<file path="src/pkg/framer_pkg.sv">
`default_nettype none
package framer_pkg;
   // data-link address width and code points
   localparam int ADDR_W = 13;
   localparam logic [12:0] USER_PORT_MAX = 13'h1fef; // 8175
   localparam logic [12:0] ADDR_PSTN = 13'h1ff0; // 8176
   localparam logic [12:0] ADDR_CTRL = 13'h1ff1; // 8177
   localparam logic [12:0] ADDR_BEARER = 13'h1ff2; // 8178
   localparam logic [12:0] ADDR_PROT = 13'h1ff3; // 8179
   localparam logic [12:0] ADDR_LINK = 13'h1ff4; // 8180
   // first address octet: bits 8..3 all ones
   localparam logic [5:0] OCT1_ONES = 6'h3f;
   // protocol discriminator and header length in octets
   localparam logic [7:0] DISCRIMINATOR = 8'h48;
   localparam int HDR_LEN = 4;
   // sub-protocol selector
   typedef enum logic [2:0] {
      SP_PSTN = 3'h0,
      SP_CTRL = 3'h1,
      SP_BEARER = 3'h2,
      SP_PROT = 3'h3,
      SP_LINK = 3'h4,
      SP_BAD = 3'h7
   } subproto_t;

   // data-link address for a sub-protocol
   function automatic logic [12:0] addr_of(input subproto_t sp);
      case (sp)
         SP_PSTN: addr_of = ADDR_PSTN;
         SP_CTRL: addr_of = ADDR_CTRL;
         SP_BEARER: addr_of = ADDR_BEARER;
         SP_PROT: addr_of = ADDR_PROT;
         SP_LINK: addr_of = ADDR_LINK;
         default: addr_of = ADDR_PSTN;
      endcase
   endfunction : addr_of

   // sub-protocol implied by message type bits 8..4
   function automatic subproto_t type_class(input logic [7:0] mt);
      if (mt[7]) type_class = SP_BAD;
      else if (mt[6:4] == 3'h0) type_class = SP_PSTN;
      else if (mt[6:3] == 4'h2) type_class = SP_CTRL;
      else if (mt[6:3] == 4'h3) type_class = SP_PROT;
      else if (mt[6:4] == 3'h2) type_class = SP_BEARER;
      else if (mt[6:3] == 4'h6) type_class = SP_LINK;
      else type_class = SP_BAD;
   endfunction : type_class
endpackage : framer_pkg
`default_nettype wire

</file>
<file path="src/pkg/access_link_if.sv">
`timescale 1ns/1ps
`default_nettype none
interface access_link_if;
   // one octet per beat, bit 0 is transmitted bit 1
   logic [7:0] data;
   logic valid;
   logic last;
   logic ready;
   logic link_sel; // 0 primary link, 1 secondary link
   modport sender (output data, valid, last, link_sel, input ready);
   modport receiver (input data, valid, last, link_sel, output ready);
endinterface : access_link_if
`default_nettype wire

</file>
<file path="src/frame_parser.sv">
`timescale 1ns/1ps
`default_nettype none
// Notes on behaviour
// [RQ1] data-link address is thirteen unsigned bits
// [RQ2] addresses up to 8175 mean user ports
// [RQ3] first octet top six bits ones, c/r, extension
// [RQ4] pstn 8176, control 8177
// [RQ5] bearer allocation uses 8178
// [RQ6] protection 8179, link control 8180
// [RQ7] discriminator, two address octets, type
// [RQ8] every message carries four-octet header
// [RQ9] no information element repeated
// [RQ10] bit one sent first in octet
// [RQ11] octet one sent first
// [RQ12] higher octet numbers carry lower significance
// [RQ13] unused bits sent as zero
// [RQ14] nonzero reserved bits are not errors
// [RQ15] protection on primary and secondary links
// [RQ16] bearer allocation on its own link
// [RQ17] discriminator value 01001000 only
// [RQ18] type bit 8 clear selects sub-protocol
// [RQ19] short messages dropped as malformed
module frame_parser #(
   parameter int FIFO_DEPTH = 8
) (
   // clock and reset
   input wire logic clock,
   input wire logic rstn,
   // link
   access_link_if.receiver link,
   // decoded header
   output logic hdr_valid_r,
   output logic [12:0] dla_r,
   output logic cmd_resp_r,
   output logic [15:0] l3_address_r,
   output logic [7:0] msg_type_r,
   output logic [2:0] subproto_r,
   output logic from_secondary_r,
   // body octets to layer 3
   output logic [7:0] body_data_r,
   output logic body_valid_r,
   output logic body_last_r,
   input wire logic body_ready,
   // errors
   output logic drop_r,
   output logic [2:0] drop_cause_r
);
   // only queue depths 8 and 16 are allowed
   if (FIFO_DEPTH != 8 && FIFO_DEPTH != 16) begin : g_depth_check
      $error("unsupported depth");
   end
   typedef enum logic [3:0] {
      P_ADDR = 4'h1,
      P_HDR = 4'h2,
      P_BODY = 4'h4,
      P_SKIP = 4'h8
   } pstate_t;
   pstate_t state_r;
   logic [2:0] idx_r;
   logic [7:0] a1_r;
   logic [7:0] hdr_r [3];
   logic [9:0] f_in;
   logic f_in_valid;
   logic f_in_ready;
   logic [9:0] f_out;
   logic f_out_valid;
   logic f_out_ready;
   logic take;
   logic [12:0] dla_w;
   logic [2:0] cls;

   // body octets queue through a fifo, ready back-pressures the link
   octet_fifo #(.WIDTH(10), .DEPTH(FIFO_DEPTH)) body_q (
      .clock(clock),
      .rstn(rstn),
      .in_data(f_in),
      .in_valid(f_in_valid),
      .in_ready(f_in_ready),
      .out_data(f_out),
      .out_valid(f_out_valid),
      .out_ready(f_out_ready)
   );
   assign link.ready = f_in_ready;
   assign take = link.valid && f_in_ready;
   // bit 0 arrived first; octet order rebuilds fields msb first
   assign dla_w = {a1_r[7:2], link.data[7:1]}; // RQ1 RQ10 RQ11 RQ12
   assign cls = 3'(framer_pkg::type_class(link.data));
   assign f_in_valid = take && state_r == P_BODY;
   assign f_in = {1'b0, link.last, link.data};
   assign f_out_ready = !body_valid_r || body_ready;

   // fifo drain into registered body outputs
   always_ff @(posedge clock) begin
      if (!rstn) begin
         body_valid_r <= 1'b0;
         body_data_r <= 8'h00;
         body_last_r <= 1'b0;
      end else if (f_out_ready) begin
         body_valid_r <= f_out_valid;
         body_data_r <= f_out[7:0];
         body_last_r <= f_out[8];
      end
   end

   // header walk; frames start in address state
   always_ff @(posedge clock) begin
      if (!rstn) begin
         state_r <= P_ADDR;
         idx_r <= 3'h0;
         a1_r <= 8'h00;
         hdr_r <= '{default: 8'h00};
         drop_r <= 1'b0;
         drop_cause_r <= 3'h0;
         hdr_valid_r <= 1'b0;
         dla_r <= 13'h0;
         cmd_resp_r <= 1'b0;
         l3_address_r <= 16'h0;
         msg_type_r <= 8'h00;
         subproto_r <= 3'h0;
         from_secondary_r <= 1'b0;
      end else begin
         drop_r <= 1'b0;
         hdr_valid_r <= 1'b0;
         if (take) begin
            case (state_r)
               P_ADDR: begin
                  idx_r <= idx_r + 3'h1;
                  if (idx_r == 3'h0) begin
                     a1_r <= link.data;
                     if (link.data[7:2] != framer_pkg::OCT1_ONES) begin
                        drop_cause_r <= 3'h1; // RQ3
                        state_r <= P_SKIP;
                     end
                  end else begin
                     idx_r <= 3'h0;
                     dla_r <= dla_w;
                     if (dla_w <= framer_pkg::USER_PORT_MAX ||
                         dla_w > framer_pkg::ADDR_LINK) begin
                        drop_cause_r <= 3'h2; // RQ2 RQ4 RQ5 RQ6
                        state_r <= P_SKIP;
                     end else begin
                        state_r <= P_HDR;
                     end
                  end
                  if (link.last) begin
                     drop_cause_r <= 3'h3; // RQ19
                     state_r <= P_ADDR;
                     idx_r <= 3'h0;
                  end
               end
               P_HDR: begin
                  hdr_r[idx_r[1:0]] <= link.data;
                  idx_r <= idx_r + 3'h1;
                  if (idx_r == 3'h0 && link.data != framer_pkg::DISCRIMINATOR) begin
                     drop_cause_r <= 3'h4; // RQ17
                     state_r <= P_SKIP;
                  end else if (idx_r == 3'h3) begin
                     // only bit 8 and sub-protocol bits checked
                     if (cls != dla_r[2:0] - 3'h0 ||
                         cls == 3'(framer_pkg::SP_BAD)) begin
                        drop_cause_r <= 3'h5; // RQ18 RQ16 RQ14
                        state_r <= P_SKIP;
                     end else begin
                        hdr_valid_r <= 1'b1; // RQ7 RQ8
                        cmd_resp_r <= a1_r[1];
                        l3_address_r <= {hdr_r[1], hdr_r[2]}; // RQ12
                        msg_type_r <= link.data;
                        subproto_r <= cls;
                        from_secondary_r <= link.link_sel; // RQ15
                        state_r <= P_BODY;
                     end
                  end
                  if (link.last) begin
                     idx_r <= 3'h0;
                     state_r <= P_ADDR;
                     if (idx_r != 3'h3) drop_cause_r <= 3'h3; // RQ19
                  end
               end
               default: if (link.last) begin
                  idx_r <= 3'h0;
                  state_r <= P_ADDR;
               end
            endcase
            // short or bad frames flagged once, at their end or on error
            if (state_r != P_SKIP && state_r != P_BODY &&
                (drop_cause_w(state_r, idx_r) ||
                 (link.last && !(state_r == P_HDR && idx_r == 3'h3))))
               drop_r <= 1'b1; // RQ19
         end
      end
   end

   // detects header faults in the octet being taken
   function automatic logic drop_cause_w(input pstate_t s, input logic [2:0] i);
      drop_cause_w = 1'b0;
      case (s)
         P_ADDR: drop_cause_w = (i == 3'h0)
            ? (link.data[7:2] != framer_pkg::OCT1_ONES)
            : (dla_w <= framer_pkg::USER_PORT_MAX ||
               dla_w > framer_pkg::ADDR_LINK);
         P_HDR: drop_cause_w = (i == 3'h0)
            ? (link.data != framer_pkg::DISCRIMINATOR)
            : (i == 3'h3 && (cls != dla_r[2:0] ||
               cls == 3'(framer_pkg::SP_BAD)));
         default: drop_cause_w = 1'b0;
      endcase
   endfunction : drop_cause_w
endmodule : frame_parser
`default_nettype wire

</file>
<file path="src/octet_fifo.sv">
`timescale 1ns/1ps
`default_nettype none
module octet_fifo #(
   parameter int WIDTH = 10,
   parameter int DEPTH = 8
) (
   // clock and reset
   input wire logic clock,
   input wire logic rstn,
   // fill side
   input wire logic [WIDTH-1:0] in_data,
   input wire logic in_valid,
   output logic in_ready,
   // drain side
   output logic [WIDTH-1:0] out_data,
   output logic out_valid,
   input wire logic out_ready
);
   localparam int AW = $clog2(DEPTH);
   // refuse depths the pointer arithmetic cannot serve
   if (DEPTH < 2 || (1 << AW) != DEPTH) begin : g_depth_check
      $error("depth must be power of 2");
   end
   logic [WIDTH-1:0] mem [DEPTH];
   logic [AW:0] wr_r;
   logic [AW:0] rd_r;
   logic push;
   logic pop;

   // flags from pointer compare
   assign in_ready = (wr_r - rd_r) != (AW+1)'(DEPTH);
   assign out_valid = wr_r != rd_r;
   assign out_data = mem[rd_r[AW-1:0]];
   assign push = in_valid && in_ready;
   assign pop = out_valid && out_ready;

   // storage
   always_ff @(posedge clock) begin
      if (push) mem[wr_r[AW-1:0]] <= in_data;
   end

   // pointers
   always_ff @(posedge clock) begin
      if (!rstn) begin
         wr_r <= '0;
         rd_r <= '0;
      end else begin
         if (push) wr_r <= wr_r + 1'b1;
         if (pop) rd_r <= rd_r + 1'b1;
      end
   end
endmodule : octet_fifo
`default_nettype wire

</file>
<file path="src/flat_wrapper.sv">
// flat-port wrapper written by rule: the top's interface ports become plain ports
module frame_parser_flat 
#(
   parameter int FIFO_DEPTH = 8
)
  (clock, rstn, hdr_valid_r, dla_r, cmd_resp_r, l3_address_r, msg_type_r, subproto_r, from_secondary_r, body_data_r, body_valid_r, body_last_r, body_ready, drop_r, drop_cause_r, link_data, link_valid, link_last, link_link_sel, link_ready);
  access_link_if link_i ();
  input wire logic clock;
  input wire logic rstn;
  output logic hdr_valid_r;
  output logic [12:0] dla_r;
  output logic cmd_resp_r;
  output logic [15:0] l3_address_r;
  output logic [7:0] msg_type_r;
  output logic [2:0] subproto_r;
  output logic from_secondary_r;
  output logic [7:0] body_data_r;
  output logic body_valid_r;
  output logic body_last_r;
  input wire logic body_ready;
  output logic drop_r;
  output logic [2:0] drop_cause_r;
  input wire logic [$bits(link_i.data)-1:0] link_data;
  input wire logic [$bits(link_i.valid)-1:0] link_valid;
  input wire logic [$bits(link_i.last)-1:0] link_last;
  input wire logic [$bits(link_i.link_sel)-1:0] link_link_sel;
  output wire logic [$bits(link_i.ready)-1:0] link_ready;
  assign link_i.data = link_data;
  assign link_i.valid = link_valid;
  assign link_i.last = link_last;
  assign link_i.link_sel = link_link_sel;
  assign link_ready = link_i.ready;
  frame_parser #(.FIFO_DEPTH(FIFO_DEPTH)) u_core (.clock(clock), .rstn(rstn), .link(link_i), .hdr_valid_r(hdr_valid_r), .dla_r(dla_r), .cmd_resp_r(cmd_resp_r), .l3_address_r(l3_address_r), .msg_type_r(msg_type_r), .subproto_r(subproto_r), .from_secondary_r(from_secondary_r), .body_data_r(body_data_r), .body_valid_r(body_valid_r), .body_last_r(body_last_r), .body_ready(body_ready), .drop_r(drop_r), .drop_cause_r(drop_cause_r));
endmodule
</file>
<file path="config.mk">
export PLATFORM = sky130hd
export DESIGN_NAME = frame_parser_flat
export DESIGN_NICKNAME = d
export VERILOG_FILES = /design/src/pkg/framer_pkg.sv /design/src/pkg/access_link_if.sv /design/src/frame_parser.sv /design/src/octet_fifo.sv /design/src/flat_wrapper.sv
export SDC_FILE = /design/constraint.sdc
export NUM_CORES = 1
export LEC_CHECK = 0
export BUFFER_PORTS_ARGS = -buffer_cell sky130_fd_sc_hd__buf_2
export CORE_UTILIZATION = 63
export CTS_CLUSTER_DIAMETER = 30
export DETAILED_ROUTE_END_ITERATION = 12
export HOLD_SLACK_MARGIN = 0.15
export PLACE_DENSITY_LB_ADDON = 0.12
export SKIP_CTS_REPAIR_TIMING = 1
export SLEW_MARGIN = 20
export SYNTH_ARGS = -nofsm -noshare
export SYNTH_HDL_FRONTEND = slang
export SYNTH_SLANG_ARGS = --single-unit
</file>
<file path="constraint.sdc">
create_clock -name clock -period 9.5 [get_ports clock]
set_input_delay 2.375 -clock clock [delete_from_list [all_inputs] [get_ports clock]]
set_output_delay 2.375 -clock clock [all_outputs]
set_load 0.03 [all_outputs]
</file>
==> results of run 1 <==
worst max-delay path by stage:
| stage | from | end | slack [ns] | cells past startpoint |
|---|---|---|---|---|
| after floorplan | u_core.body_q.rd_r[2] | link_ready | 5.11 | 6 |
| after global placement | u_core.body_q.rd_r[1] | link_ready | 4.61 | 6 |
| after detailed placement | link_data[4] | u_core.l3_address_r[3] | 4.55 | 8 |
| after CTS | u_core.body_q.rd_r[1] | link_ready | 3.98 | 6 |
| after global routing | u_core.body_q.rd_r[1] | link_ready | 3.79 | 6 |
| final | u_core.body_q.rd_r[1] | link_ready | 3.98 | 6 |
power by group through the flow:
| stage | clock [mW] | combinational, mW | sequential, mW |
|---|---|---|---|
| 2_1_floorplan | 0 | 0.0841 | 0.815 |
| 3_3_place_gp | 0 | 0.144 | 0.795 |
| 3_5_place_dp | 0 | 0.147 | 0.796 |
| 4_1_cts | 0.617 | 0.149 | 0.781 |
| 5_1_grt | 0.646 | 0.162 | 0.783 |
| 6_report | 0.609 | 0.149 | 0.781 |
layer usage:
metal | up-vias | wire length (um)
met1 | 2329 | 6030
met2 | 123 | 7870
met5 | - | 0
met3 | 29 | 648
met4 | 0 | 358
li1 | 2280 | -
logic make-up (layout without fill, tap and decap cells):
group                      count (synthesis)  in the layout
DFF                                      167            167
adders and majority gates                 10             10
AOI/OAI and AO/OA                        103            103
buffers and inverters                     51            129
xor gates and xnor gates                  10             10
muxes                                     36             36
and+or+nand+nor                          212            212
cells in the final DEF (no fill, tap or decap), drive strengths merged, types with 9 or more instances in the layout:
cell    synthesis  layout
dfxtp          95      95
buf            19      83
edfxtp         72      72
nand2          71      71
o21ai          57      57
nor2           50      50
nand3          44      44
clkbuf         18      20
mux4           18      18
mux2i          18      18
a21oi          17      17
inv            13      14
ha             10      10
a311oi          9       9
clkinv          1       9
sequential cells by signal, summed over array words and instances, names as in the netlist, 3 cells and up:
register             count
u_core.body_q.wr_r       4
u_core.l3_address_r     16
u_core.idx_r             3
u_core.body_q.rd_r       4
u_core.drop_cause_r      3
u_core.a1_r              7
u_core.state_r           4
u_core.body_data_r       8
u_core.msg_type_r        8
u_core.body_q.mem       72
u_core.dla_r            13
u_core.hdr_r            16
u_core.subproto_r        3
worst max-delay path: cells and delay by family (launching register included):
kind                       cells  cell delay [ns]
adders and majority gates      1             0.48
buffers and inverters          2             0.67
DFF                            1             0.67
and+or+nand+nor                3             0.80
layout make-up:
cell class | count | area [um2] | share of cell area
Timing Repair Buffer | 83 | 445 | 0.0560
Multi-Input combinational cell | 371 | 2690 | 0.338
Clock inverter | 12 | 77.6 | 0.00975
Tap cell | 140 | 175 | 0.0220
Sequential cell | 167 | 4060 | 0.511
Clock buffer | 20 | 455 | 0.0572
Inverter | 14 | 52.6 | 0.00660
==> results.yml, run 1 <==
status:
  status: "finished, final reports clean"
logic_synthesis:
  syn_area_per_cell_um2: 11.9
  synth.area.mux_share: 0.0839
  ys_seq_area_frac: 0.582
  synth_top_family_by_area: "simple AND/OR/NAND/NOR gates"
  synth-edff-count: 72
  synth-xor-area-share: 0.0125
  synth_compound_area_frac: 0.107
  synth-simple-area-share: 0.161
  ys_types: 58
  yosys_warnings: 0
  synthesis.nets: 613
  synth.most_common_cell: "dfxtp_1"
  synth_cells: 589
  yosys.area.top_type: "edfxtp_1"
  async_flop_share: 0
  ys.flop_type: "dfxtp_1"
  synthTopCellsByCount: "dfxtp_1, edfxtp_1, nand2_1"
  synth_top_area_frac: 0.310
  yosys_register_bits: 167
  synthTopCellsByArea: "edfxtp_1, dfxtp_1, mux4_2"
  synthAdderAreaFrac: 0.0179
  synth.cell_area_um2: 6980
critical_path:
  r2r_end: "u_core.l3_address_r[0]"
  critPathRequiredTime_ns: 7.13
  slowest_delay_ns: 0.67
  reg2reg_depth: 10
  crit_slowest_cell: "dfxtp_1"
  end_kind: "output port"
  rrSetupSlack_ns: 5.68
  r2r-start: "u_core.body_q.rd_r[1]"
  critPathLaunchType: "flop"
  criticalPathCategory: "flop to output port"
  cp.arrival_ns: 3.15
  path_cells: "clkinv_1 -> ha_1 -> nand3b_1 -> and3b_1 -> or4_1 -> buf_2"
  cp_max_fo: 13
hold_path:
  hold_path_depth: 2
  holdPathEnd: "u_core.msg_type_r[5]"
  hold_start: "u_core.msg_type_r[5]"
  hp-class: "flop to flop"
global_routing:
  grt_pass1_vias: 4752
  grt_overflow_total: 0
  grt_pass1_wl_um: 23800
  grt_util_all_layers: 0.279
  use_met1: 0.328
  grt_max_degree: 77
  globalRouteMet2Util: 0.493
  top_usage_layer: "met2"
  grt_util_met3: 0.0533
  antenna_found_initial: 0
route:
  totalWireLength_um: 14900
  via_count: 4761
  ant_nets: 0
  drtIter0Drc: 265
  routed_via_density: 5.90
  post_drt_wl_per_cell_um: 18.5
  drtPass1Iterations: 5
  route.detailed.drc: 0
die:
  fp.dieW_um: 107
  io-pin-count: 72
  die_h_um: 107
  design.core.area_um2: 10800
  start_util: 0.644
  rows: 38
  design.die.area_um2: 11500
clock_network:
  clock_tree.root_cell: "clkbuf_8"
  clk_pin_slew_ns: 0.06
  clk-insertion-delay-late_ns: 0.53
  cts_htree_levels: 4
  cts_num_sinks: 167
  cts_made_buffers: 17
  clk_path_buf_depth: 2
  cts_tree: "done"
pwr:
  pwr-share-comb: 0.097
  finalPower_mw: 1.54
  power.net_switching_uw: 384
  p_int_mw: 1.15
  p_leak_nw: 2.92
  ir_drop_uv: 127
  power_density_nw_per_um2: 193
  switching_share: 0.250
  p_seq_frac: 0.507
  clkPwrFrac: 0.396
timing:
  tightest_slew_ns: 1.04
  layout_setup_ws_ns: 3.98
  finalCritPeriodShare: 0.581
  setup_violations: 0
  slew_viol_final: 0
  fmax_mhz: 181
  fin_hold_ws_ns: 0.454
  slew-limit-headroom: 0.303
  tns_ns: 0
  rsz0062_at_grt: "false"
  hold_viol_final: 0
  fin_skew_ns: 0.00684
  period_needed_ns: 5.52
placement:
  place_inst: 775
  place_area_um2: 7430
  dp_slack_ns: 4.55
  numPortBuffers: 71
  gp_congestion: 0.788
  dp_hpwl_um: 9430
final_layout:
  layout-drive-gt1-share: 0.288
  final_cells: 807
  diodes: 0
  syn_to_final_growth_pct: 14.0
  stdcell_area_um2: 7960
  utilization: 0.734
  nNetsFinal: 678
  fill_cells: 735
run:
  maxCapViolCount: 0
No activity file was read; power rests on OpenSTA's default activity.
==> run 2: changes to the inputs <==
--- a/config.mk
+++ b/config.mk
@@ -6,7 +6,7 @@
 export NUM_CORES = 1
 export LEC_CHECK = 0
 export BUFFER_PORTS_ARGS = -buffer_cell sky130_fd_sc_hd__buf_2
-export CORE_UTILIZATION = 63
+export CORE_UTILIZATION = 53
 export CTS_CLUSTER_DIAMETER = 30
 export DETAILED_ROUTE_END_ITERATION = 12
 export HOLD_SLACK_MARGIN = 0.15
==> constraint.sdc (replaced) <==
create_clock -name clock -period 4.98 [get_ports clock]
set_input_delay 1.245 -clock clock [delete_from_list [all_inputs] [get_ports clock]]
set_output_delay 1.245 -clock clock [all_outputs]
set_load 0.03 [all_outputs]
==> run 2 against run 1 <==
Effect of this change:
- die area up 19%
- first-iteration DRC count up 22%
- design area up 1.4%
- flip-flop and latch count unchanged
- clock power up 110%
- register-to-register slack worse by 4.4 ns
- combinational power up 89%
- total power up 96%
- global-route usage down 4.5 points
- clock-buffer cell count up 3
- critical path depth unchanged
==> results.yml, run 2 (synthesis results as in run 1) <==
global_routing:
  grt_util_all_layers: 0.234
  antenna_found_initial: 0
  grt_overflow_total: 0
  grt_max_degree: 76
  grt_pass1_wl_um: 23600
  grt_pass1_vias: 4570
clock_network:
  cts_num_sinks: 167
  cts_made_buffers: 17
  cts_tree: "done"
  clk-insertion-delay-late_ns: 0.42
  clk_pin_slew_ns: 0.06
  clock_tree.root_cell: "clkbuf_16"
  cts_htree_levels: 4
  clk_path_buf_depth: 2
die:
  rows: 41
  design.core.area_um2: 12700
  fp.dieW_um: 117
  design.die.area_um2: 13600
  die_h_um: 117
  start_util: 0.549
  io-pin-count: 72
timing:
  tns_ns: 0
  hold_viol_final: 0
  fin_hold_ws_ns: 0.453
  finalCritPeriodShare: 0.826
  fmax_mhz: 243
  slew-limit-headroom: 0.328
  layout_setup_ws_ns: 0.867
  fin_skew_ns: 0.0150
  tightest_slew_ns: 1.00
  period_needed_ns: 4.11
  slew_viol_final: 0
  rsz0062_at_grt: "false"
  setup_violations: 0
final_layout:
  utilization: 0.634
  stdcell_area_um2: 8070
  final_cells: 840
  final_cell_mix: "dfxtp_1, edfxtp_1, nand2_1, buf_2, nor2_1"
  nNetsFinal: 679
  layout-drive-gt1-share: 0.287
  largest_reg_flops: 72
  diodes: 0
  syn_to_final_growth_pct: 15.5
  layout_commonest_cell: "dfxtp_1"
critical_path:
  critPathRequiredTime_ns: 3.73
  reg2reg_depth: 8
  critPathLaunchType: "flop"
  r2r-start: "u_core.body_q.rd_r[1]"
  criticalPathCategory: "flop to output port"
  rrSetupSlack_ns: 1.28
  crit_start: "u_core.body_q.rd_r[1]"
  endpoint: "link_ready"
  end_kind: "output port"
  cp.arrival_ns: 2.87
  r2r_end: "u_core.body_q.mem[4][7]"
  cp_max_fo: 13
route:
  route.detailed.drc: 0
  drtIter0Drc: 322
  routed_via_density: 5.59
  post_drt_wl_per_cell_um: 17.4
  drtPass1Iterations: 5
  ant_nets: 0
  via_count: 4697
  totalWireLength_um: 14600
placement:
  dp_slack_ns: 1.11
  place_area_um2: 7510
  dp_hpwl_um: 9690
  place_inst: 808
  numPortBuffers: 71
  gp_congestion: 0.893
pwr:
  ir_drop_uv: 303
  finalPower_mw: 3.02
  power_density_nw_per_um2: 375
  p_leak_nw: 2.95
hold_path:
  hp-class: "flop to flop"
status:
  status: "finished, final reports clean"
run:
  maxCapViolCount: 0
[run 2: cell types whose count changed in the layout (fill, tap and decap cells not counted), sizes merged]
cell	change
buf	+1
bufinv	+2
clkbuf	+3
clkinv	-3
clkinvlp	-2
[run 2: area by class of cell]
type                       count  area (um2)
sequential                   167        4060
multi-input combinational    371        2710
inverter                      14        52.6
fill                        1050        4650
clock inverter                 9         104
tap                          172         215
clock buffer                  23         458
timing repair buffer          84         465
[run 2: worst min path at each step]
stage | depth (start not counted) | from | end
floorplan | 2 | u_core.a1_r[1] | u_core.cmd_resp_r
global placement | 2 | u_core.l3_address_r[15] | u_core.l3_address_r[15]
detailed placement | 2 | u_core.l3_address_r[15] | u_core.l3_address_r[15]
CTS | 2 | u_core.l3_address_r[15] | u_core.l3_address_r[15]
global route | 2 | u_core.l3_address_r[15] | u_core.l3_address_r[15]
finish | 2 | u_core.l3_address_r[15] | u_core.l3_address_r[15]
[run 2: critical path, cell delays in order, from the launching register on]
cell      delay (ns)
dfxtp_1         0.57
clkinv_1        0.42
ha_1            0.46
nand3b_1        0.11
and3b_1         0.21
or4_1           0.49
buf_2           0.19
[run 2: per-layer routing]
metal,wire length (um),GRT usage,share of wire,vias to the layer above
met3,706,0.0608,0.048,12
met2,7190,0.390,0.49,127
met5,0,0,0,-
met4,176,0.0675,0.012,0
met1,6540,0.304,0.45,2272
li1,-,-,-,2286
[run 2: power breakdown]
| group | total, mW | switching [mW] | internal [mW] | leakage [nW] |
|---|---|---|---|---|
| clock network | 1.25 | 0.502 | 0.750 | 0.273 |
| logic | 0.282 | 0.189 | 0.0929 | 1.26 |
| registers | 1.49 | 0.0269 | 1.46 | 1.42 |
